--- config.mk ---
export PLATFORM = sky130hd
export DESIGN_NAME = msw_table
export DESIGN_NICKNAME = d
export VERILOG_FILES = /design/src/common/msw_pkg.sv /design/src/rtl/msw_seg.sv /design/src/rtl/msw_step.sv /design/src/rtl/msw_table.sv
export SDC_FILE = /design/constraint.sdc
export NUM_CORES = 1
export LEC_CHECK = 0
export ABC_AREA = 1
export BUFFER_PORTS_ARGS = -buffer_cell sky130_fd_sc_hd__buf_2
export CORE_UTILIZATION = 23
export DETAILED_ROUTE_END_ITERATION = 10
export GPL_TIMING_DRIVEN = 0
export PLACE_DENSITY_LB_ADDON = 0.2
export SYNTH_ARGS = -nofsm -noshare
export SYNTH_HDL_FRONTEND = slang
export SYNTH_SLANG_ARGS = --single-unit
--- constraint.sdc ---
create_clock -name CLK_I -period 38.3 [get_ports CLK_I]
set_clock_uncertainty 0.05 [all_clocks]
set_input_delay 9.575 -clock CLK_I [delete_from_list [all_inputs] [get_ports CLK_I]]
set_output_delay 9.575 -clock CLK_I [all_outputs]
set_load 0.01 [all_outputs]
--- src/common/msw_pkg.sv ---
// Constants and types shared by the microstep wave table design.
package msw_pkg;

  // ---------------------------------------------------------------
  // Register offsets (byte addresses, one 32-bit word each)
  // ---------------------------------------------------------------
  localparam logic [7:0] OFS_LUT0  = 8'h00;
  localparam logic [7:0] OFS_LUT7  = 8'h1C;
  localparam logic [7:0] OFS_SEG   = 8'h20;
  localparam logic [7:0] OFS_START = 8'h24;
  localparam logic [7:0] OFS_CUR   = 8'h28;
  localparam logic [7:0] OFS_POS   = 8'h2C;

  // ---------------------------------------------------------------
  // Field positions
  // ---------------------------------------------------------------
  localparam int SEG_W_LSB   = 0;
  localparam int SEG_X1_LSB  = 8;
  localparam int SEG_X2_LSB  = 16;
  localparam int SEG_X3_LSB  = 24;
  localparam int START_A_LSB = 0;
  localparam int START_B_LSB = 16;
  localparam int COIL_A_CURRENT_VALUE_LSB   = 0;
  localparam int COIL_B_CURRENT_VALUE_LSB   = 16;

  // ---------------------------------------------------------------
  // Reset values
  // ---------------------------------------------------------------
  // Default sine quarter wave, increment bit 0 in bit 0 of word 0.
  localparam logic [255:0] LUT_RST = {
    32'h0040_4222, 32'h4929_5556, 32'hB5BB_777D, 32'hFBFF_FFFF,
    32'h1010_4222, 32'h2449_2929, 32'h4A95_54AA, 32'hAAAA_B554};
  localparam logic [31:0] SEG_RST   = 32'hFFFF_8056;
  localparam logic [31:0] START_RST = 32'h00F7_0000;

  // ---------------------------------------------------------------
  // Position constants and types
  // ---------------------------------------------------------------
  localparam logic [9:0] POS_ONE     = 10'h001;
  localparam logic [9:0] POS_LAST    = 10'h3FF;
  localparam logic [9:0] POS_QUARTER = 10'h100;

  typedef logic [9:0]        msw_pos_t;
  typedef logic signed [9:0] msw_mag_t;
  typedef logic signed [2:0] msw_dlt_t;
  typedef logic [8:0]        msw_cur_t;

endpackage

--- src/rtl/msw_seg.sv ---
// Increment lookup: segment slope plus table bit for one table index.
`timescale 1ns/10ps
module msw_seg (
  // Table index and configuration
  input  wire logic [7:0]       idx_i,
  input  wire logic [255:0]     lut_i,
  input  wire logic [31:0]      seg_i,
  // Signed increment, -1 to 3
  output msw_pkg::msw_dlt_t     delta_o
);
  import msw_pkg::*;

  logic [1:0] code;

  // Pick the segment from the three boundaries, then add the bit.
  always_comb begin
    if (idx_i < seg_i[SEG_X1_LSB +: 8]) begin
      code = seg_i[SEG_W_LSB +: 2];
    end else if (idx_i < seg_i[SEG_X2_LSB +: 8]) begin
      code = seg_i[SEG_W_LSB + 2 +: 2];
    end else if (idx_i < seg_i[SEG_X3_LSB +: 8]) begin
      code = seg_i[SEG_W_LSB + 4 +: 2];
    end else begin
      code = seg_i[SEG_W_LSB + 6 +: 2];
    end
    // Codes 0..3 mean base slopes -1..2; a set bit adds one.
    delta_o = $signed({1'b0, code}) - 3'sd1
            + $signed({2'b00, lut_i[idx_i]});
  end

endmodule

--- src/rtl/msw_step.sv ---
// One microstep move of a mirrored quarter wave magnitude.
`timescale 1ns/10ps
module msw_step (
  // Wave phase before the move and direction
  input  msw_pkg::msw_pos_t  phase_i,
  input  wire logic          dir_dn_i,
  // Present magnitude and increment for idx_o
  input  msw_pkg::msw_mag_t  mag_i,
  input  msw_pkg::msw_dlt_t  delta_i,
  // Table index used and magnitude after the move
  output logic [7:0]         idx_o,
  output msw_pkg::msw_mag_t  mag_o
);
  import msw_pkg::*;

  msw_pos_t prev;
  logic     grow;

  // Odd quadrants walk the table backward; even ones forward.
  always_comb begin
    prev = phase_i - POS_ONE;
    if (!dir_dn_i) begin
      idx_o = phase_i[8] ? ~phase_i[7:0] : phase_i[7:0];
      grow  = !phase_i[8];
    end else begin
      idx_o = prev[8] ? ~prev[7:0] : prev[7:0];
      grow  = prev[8];
    end
    if (grow) begin
      mag_o = mag_i + {{7{delta_i[2]}}, delta_i};
    end else begin
      mag_o = mag_i - {{7{delta_i[2]}}, delta_i};
    end
  end

endmodule

--- src/rtl/msw_table.sv ---
// Microstep wave table with position counter and coil current outputs.
`timescale 1ns/10ps
// What this block does
// - A quarter wave is kept as 256 increment bits in eight 32-bit words.
// - The 10-bit position counter walks the wave mirrored over 360 degrees.
// - Each microstep adds the segment base slope, plus one if the bit is 1.
// - Every base slope field selects -1, 0, 1 or 2.
// - Three boundaries split the quarter wave into four slope segments.
// - Every microstep updates both coil current values.
// - Passing position zero reloads both coils from absolute start values.
// - The first coil starts from a programmable value at position zero.
// - The second coil has its own programmable start value.
// - Reset loads the default sine table and segment word 0xFFFF8056.
// - Reset loads the start values word 0x00F70000.
// - Coil A is negative for 256..767, coil B negative for 512..1023.
module msw_table (
  // Clock and reset
  input  wire logic         CLK_I,
  input  wire logic         RST_I,
  // Register port
  input  wire logic [7:0]   ADDR_I,
  input  wire logic [31:0]  WDATA_I,
  input  wire logic         WR_I,
  input  wire logic         RD_I,
  output logic [31:0]       RDATA_O,
  // Microstep advance from the sequencer
  input  wire logic         STEP_I,
  input  wire logic         DIR_I,
  // Coil currents and position
  output msw_pkg::msw_cur_t COIL_A_CURRENT_VALUE_O,
  output msw_pkg::msw_cur_t COIL_B_CURRENT_VALUE_O,
  output msw_pkg::msw_pos_t MICROSTEP_POSITION_COUNTER_O
);
  import msw_pkg::*;

  // ---------------------------------------------------------------
  // State
  // ---------------------------------------------------------------
  typedef struct packed {
    logic [255:0] lut;
    logic [31:0]  seg;
    logic [31:0]  start;
    msw_pos_t     pos;
    msw_mag_t     mag_a;
    msw_mag_t     mag_b;
    msw_cur_t     coil_a_current_value;
    msw_cur_t     coil_b_current_value;
    logic [31:0]  rdata;
  } msw_state_t;

  msw_state_t state_reg;
  msw_state_t state_next;

  // ---------------------------------------------------------------
  // Decode and stepping helpers
  // ---------------------------------------------------------------
  logic       is_lut;
  logic [7:0] lut_sel;
  logic [31:0] rd_word;
  msw_pos_t   pos_adv;
  msw_pos_t   phase_b;
  logic [7:0] idx_a;
  logic [7:0] idx_b;
  msw_dlt_t   delta_a;
  msw_dlt_t   delta_b;
  msw_mag_t   step_a;
  msw_mag_t   step_b;
  msw_mag_t   start_a;
  msw_mag_t   start_b;

  // Table words sit at aligned offsets 0x00..0x1C.
  assign is_lut  = (ADDR_I <= OFS_LUT7) && (ADDR_I[1:0] == 2'b00);
  assign lut_sel = {ADDR_I[4:2], 5'h00};

  // STEP_I and DIR_I come from same-clock sequencer logic.
  // High DIR_I steps down.
  assign pos_adv = DIR_I ? state_reg.pos - POS_ONE
                         : state_reg.pos + POS_ONE;
  assign phase_b = state_reg.pos + POS_QUARTER;

  // Start values are unsigned bytes of the start word.
  assign start_a = $signed({2'b00, state_reg.start[START_A_LSB +: 8]});
  assign start_b = $signed({2'b00, state_reg.start[START_B_LSB +: 8]});

  // ---------------------------------------------------------------
  // Wave walkers for both coils
  // ---------------------------------------------------------------
  // Both coils share one table; only the phase differs.
  msw_seg u_seg_a (
    .idx_i   (idx_a),
    .lut_i   (state_reg.lut),
    .seg_i   (state_reg.seg),
    .delta_o (delta_a)
  );

  msw_seg u_seg_b (
    .idx_i   (idx_b),
    .lut_i   (state_reg.lut),
    .seg_i   (state_reg.seg),
    .delta_o (delta_b)
  );

  msw_step u_step_a (
    .phase_i  (state_reg.pos),
    .dir_dn_i (DIR_I),
    .mag_i    (state_reg.mag_a),
    .delta_i  (delta_a),
    .idx_o    (idx_a),
    .mag_o    (step_a)
  );

  msw_step u_step_b (
    .phase_i  (phase_b),
    .dir_dn_i (DIR_I),
    .mag_i    (state_reg.mag_b),
    .delta_i  (delta_b),
    .idx_o    (idx_b),
    .mag_o    (step_b)
  );

  // ---------------------------------------------------------------
  // Read multiplexer
  // ---------------------------------------------------------------
  // Unmapped and misaligned addresses read as zero.
  always_comb begin
    rd_word = 32'h0000_0000;
    if (is_lut) begin
      rd_word = state_reg.lut[lut_sel +: 32];
    end else begin
      case (ADDR_I)
        OFS_SEG: begin
          rd_word = state_reg.seg;
        end
        OFS_START: begin
          rd_word = state_reg.start;
        end
        OFS_CUR: begin
          rd_word[COIL_A_CURRENT_VALUE_LSB +: 9] = state_reg.coil_a_current_value;
          rd_word[COIL_B_CURRENT_VALUE_LSB +: 9] = state_reg.coil_b_current_value;
        end
        OFS_POS: begin
          rd_word[9:0] = state_reg.pos;
        end
        default: begin
          rd_word = 32'h0000_0000;
        end
      endcase
    end
  end

  // ---------------------------------------------------------------
  // Next state
  // ---------------------------------------------------------------
  // A table write takes effect on the very next step, so software
  // should rewrite a live table only near a zero pass.
  always_comb begin
    state_next       = state_reg;
    state_next.rdata = 32'h0000_0000;
    if (WR_I) begin
      if (is_lut) begin
        state_next.lut[lut_sel +: 32] = WDATA_I;
      end else if (ADDR_I == OFS_SEG) begin
        state_next.seg = WDATA_I;
      end else if (ADDR_I == OFS_START) begin
        state_next.start = WDATA_I;
      end
    end
    if (RD_I) begin
      state_next.rdata = rd_word;
    end
    if (STEP_I) begin
      state_next.pos = pos_adv;
      if (pos_adv == 10'h000) begin
        // Absolute reload flushes any drift of the incremental sum.
        state_next.mag_a = start_a;
        state_next.mag_b = start_b;
      end else begin
        state_next.mag_a = step_a;
        state_next.mag_b = step_b;
      end
    end
    // Sign follows the position of the counter after the move.
    if (state_next.pos[9] ^ state_next.pos[8]) begin
      state_next.coil_a_current_value = 9'(-state_next.mag_a);
    end else begin
      state_next.coil_a_current_value = state_next.mag_a[8:0];
    end
    if (state_next.pos[9]) begin
      state_next.coil_b_current_value = 9'(-state_next.mag_b);
    end else begin
      state_next.coil_b_current_value = state_next.mag_b[8:0];
    end
  end

  // ---------------------------------------------------------------
  // State register
  // ---------------------------------------------------------------
  always_ff @(posedge CLK_I or posedge RST_I) begin
    if (RST_I) begin
      state_reg.lut   <= LUT_RST;
      state_reg.seg   <= SEG_RST;
      state_reg.start <= START_RST;
      state_reg.pos   <= 10'h000;
      state_reg.mag_a <= $signed({2'b00, START_RST[START_A_LSB +: 8]});
      state_reg.mag_b <= $signed({2'b00, START_RST[START_B_LSB +: 8]});
      state_reg.coil_a_current_value <= {1'b0, START_RST[START_A_LSB +: 8]};
      state_reg.coil_b_current_value <= {1'b0, START_RST[START_B_LSB +: 8]};
      state_reg.rdata <= 32'h0000_0000;
    end else begin
      state_reg <= state_next;
    end
  end

  // Every output is a field of the state register.
  assign RDATA_O                      = state_reg.rdata;
  assign COIL_A_CURRENT_VALUE_O       = state_reg.coil_a_current_value;
  assign COIL_B_CURRENT_VALUE_O       = state_reg.coil_b_current_value;
  assign MICROSTEP_POSITION_COUNTER_O = state_reg.pos;
endmodule
==> metrics <==
syn avg cell area between 7 and 8 um^2; root buffer cell clkbuf_16; Pleak 12.9 nW; DP HPWL between 100000 and 150000 um; detailed-route DRC error count 0; final core occ around 27%; Post-synth top flop dfrtp_1; relative slew slack -4.45%; worst skew pair latency around 0.66 ns; final antenna-violating net count 0; busiest grt layer met1; fin crit share a little over two fifths; WL/cell ~34 um; grt met2 use 42.5%; max-slew violations 16; first-pass GRT wire length approximately 240000 um; Starting DRT DRC Count approximately 4600; status finished with violations; Peak VDD IR about 0.064 mV; worst endpoint required time 38.80 ns; Clock Pin Slew Worst Setup and Hold Paths ~0.06 ns; Worst R2R Path Depth 38; flops & latches, synth about 400; M3 GR Usage 6.60%; switching share of total power ~54%; total power 2.70 mW; CTS resizes 0; Crit. End Element register; cell count after synthesis around 3700; Crit Path Class primary input to register; Final min period ~16 ns; Synth cell types between 40 and 50; Hold WC Path Type register to register; PD cells between 80 and 90 mW/mm^2; Total Routing Usage GR 30.8%; switching power around 1.5 mW; multi-input logic area between 0.01 and 0.015 mm^2; Die Height 339 um; clk buf depth 3; initial core utilization 23.2%; Vias per Instance roughly 5.5; floorplan core area ~0.11 mm^2; Critical path origin ADDR_I[4]; Peak Freq 62.3 MHz; Core Rows 123; TritonCTS clock tree yes; I/O pins around 110; die area between 0.1 and 0.15 mm^2; violated checks max-capacitance violations, max-slew violations; final setup fails 0; DR pass1 iterations 6; crit path DAT 16.55 ns; Die X 339 um; Fillers roughly 13000; setup_tns 0 ns; GPL Wtd Cong approximately 1.0; layout net count 3957; P&R area growth vs syn 16.4%; IO buf count ~100; FF-to-FF End COIL_A_CURRENT_VALUE_O[8]; Num CTS Buffers 50; Hold Buf Count CTS 0; H-tree levels 2; Setup Buffers After CTS 0; Sequential Power Share about 19%; hold path cells 2; drt total wl roughly 180000 um; layout cell share with drive strength beyond 1 between 10% and 20%; Net Count, Synth approximately 3800; routing usage on met1 43.6%; Least-Margin Pin Slew ~1.6 ns; maxcap violations 2; startpoint types primary input; Mapped Area approximately 0.026 mm^2; Async SR Flop Fraction 100%; total grt overflow 0; Reg2Reg Setup Slack 30.39 ns; Largest register FFs between 300 and 400; Final Hold Viols 0; reg2reg start MICROSTEP_POSITION_COUNTER_O[1]; vias in the first global route 27500; clk sinks around 400; Critical Path End state_reg[244]; number of flops mapped to enable cells by yosys 0; register area approximately 0.01 mm^2; Synth Warn # 0; sequential area share after synthesis around two fifths; RSZ-0062 raised after global routing false; Worst Path Max Fanout 10; Comb power frac between 60% and 70%; initial antenna violation count 8; via count roughly 30000; Int Power 1.23 mW; clock power share 19.3%; largest net degree at the start of global routing between 100 and 150
## power by group through the flow
stage / Clock, mW / Combinational [mW] / Sequential [mW]
6_report: 0.520 / 1.65 / 0.522
3_3_place_gp: 0 / 1.57 / 0.528
3_5_place_dp: 0 / 1.57 / 0.527
2_1_floorplan: 0 / 0.936 / 0.501
4_1_cts: 0.532 / 1.58 / 0.521
5_1_grt: 0.544 / 1.72 / 0.525
## worst min path at each step
stage	start	to	slack, ns
6_report	state_reg[94]	state_reg[94]	0.44
5_1_grt	state_reg[249]	state_reg[249]	0.46
4_1_cts	state_reg[121]	state_reg[121]	0.44
3_5_place_dp	state_reg[121]	state_reg[121]	0.42
3_3_place_gp	state_reg[89]	state_reg[89]	0.42
2_1_floorplan	start_a[2]	start_a[2]	0.40
## worst max-delay path, cell delays in order
cell and delay, ns:
clkbuf_1 0.57, inv_1 0.49, clkbuf_1 0.87, clkbuf_1 0.92, ha_1 0.44, nand2_1 0.70
nor2_1 0.12, nand3_1 0.29, clkbuf_1 1.18, clkbuf_1 1.00, nor2_1 0.17, a21oi_1 0.17
## kinds of logic after synthesis
group	count (synthesis)	share of synthesized area, %
buf+inv	517	9.20
xor+xnor	36	1.20
mux	7	0.301
simple gates	1951	31.7
compound gates	682	14.9
flops	396	38.6
fa+ha+maj	82	4.03
## final cells by class
cell class / count / area share, %
multi-input combinational: 2758 / 44.9
sequential: 396 / 33.2
tap: 1500 / 6.16
buffer: 308 / 5.33
clock buffer: 63 / 4.60
inverter: 209 / 2.60
timing repair buffer: 106 / 2.04
clock inverter: 30 / 1.19
antenna: 6 / 0.0493
## metrics by stage
stage | hold WS [ns] | setup slack, ns | area, um^2 | std cells
detailed placement | 0.423 | 22.06 | 28700 | 5277
finish | 0.440 | 22.26 | 30500 | 5376
floorplan | 0.403 | 17.93 | 26200 | 3671
CTS | 0.438 | 22.73 | 30500 | 5370
global route | 0.460 | 21.99 | 30500 | 5370
global placement | 0.417 | 11.86 | 28600 | 5273
## placed cells by master (no fill, tap or decap), types with 9 or more instances in the layout
cell and instances:
a21oi_1 199, a221oi_1 38, a22oi_1 17, a311oi_1 13, buf_2 194, buf_4 72, buf_6 11, clkbuf_1 128
clkbuf_16 51, clkinv_1 9, clkinv_2 11, dfrtp_1 235, dfstp_2 161, ha_1 78, inv_1 189, inv_2 10
nand2_1 1193, nand2_2 14, nand3_1 593, nand3_2 9, nand3b_1 10, nor2_1 83, nor3_1 26, o211ai_1 9
o21ai_0 335, o21ai_1 10, xor2_1 28
## synth_stat cells (8+ instances only)
master	number	area, um^2
inv_2	10	37.5
clkinv_1	9	33.8
ha_1	78	976
buf_6	11	124
o21ai_1	10	50.1
buf_2	92	460
a311oi_1	13	114
buf_1	8	30.0
o21ai_0	335	1680
nand2_1	1193	4480
xnor2_1	8	70.1
clkbuf_1	125	469
xor2_1	28	245
a21oi_1	199	996
a221oi_1	38	333
nor2_1	83	312
nand3_2	9	90.1
a31oi_1	8	50.1
a22oi_1	17	128
dfrtp_1	235	5880
dfstp_2	161	4230
nand3_1	593	2970
buf_4	72	541
nand2_2	14	87.6
inv_1	190	713
nor3_1	26	130
o211ai_1	9	67.6
nand3b_1	10	75.1
## per-layer routing
metal  vias to the layer above  part of all wire, %
met3                       447                  9.8
met5                         -               0.0039
met1                     14800                   44
met2                      1931                   40
met4                         2                  6.7
li1                      12600                    -
No activity file was read; power rests on OpenSTA's default activity.
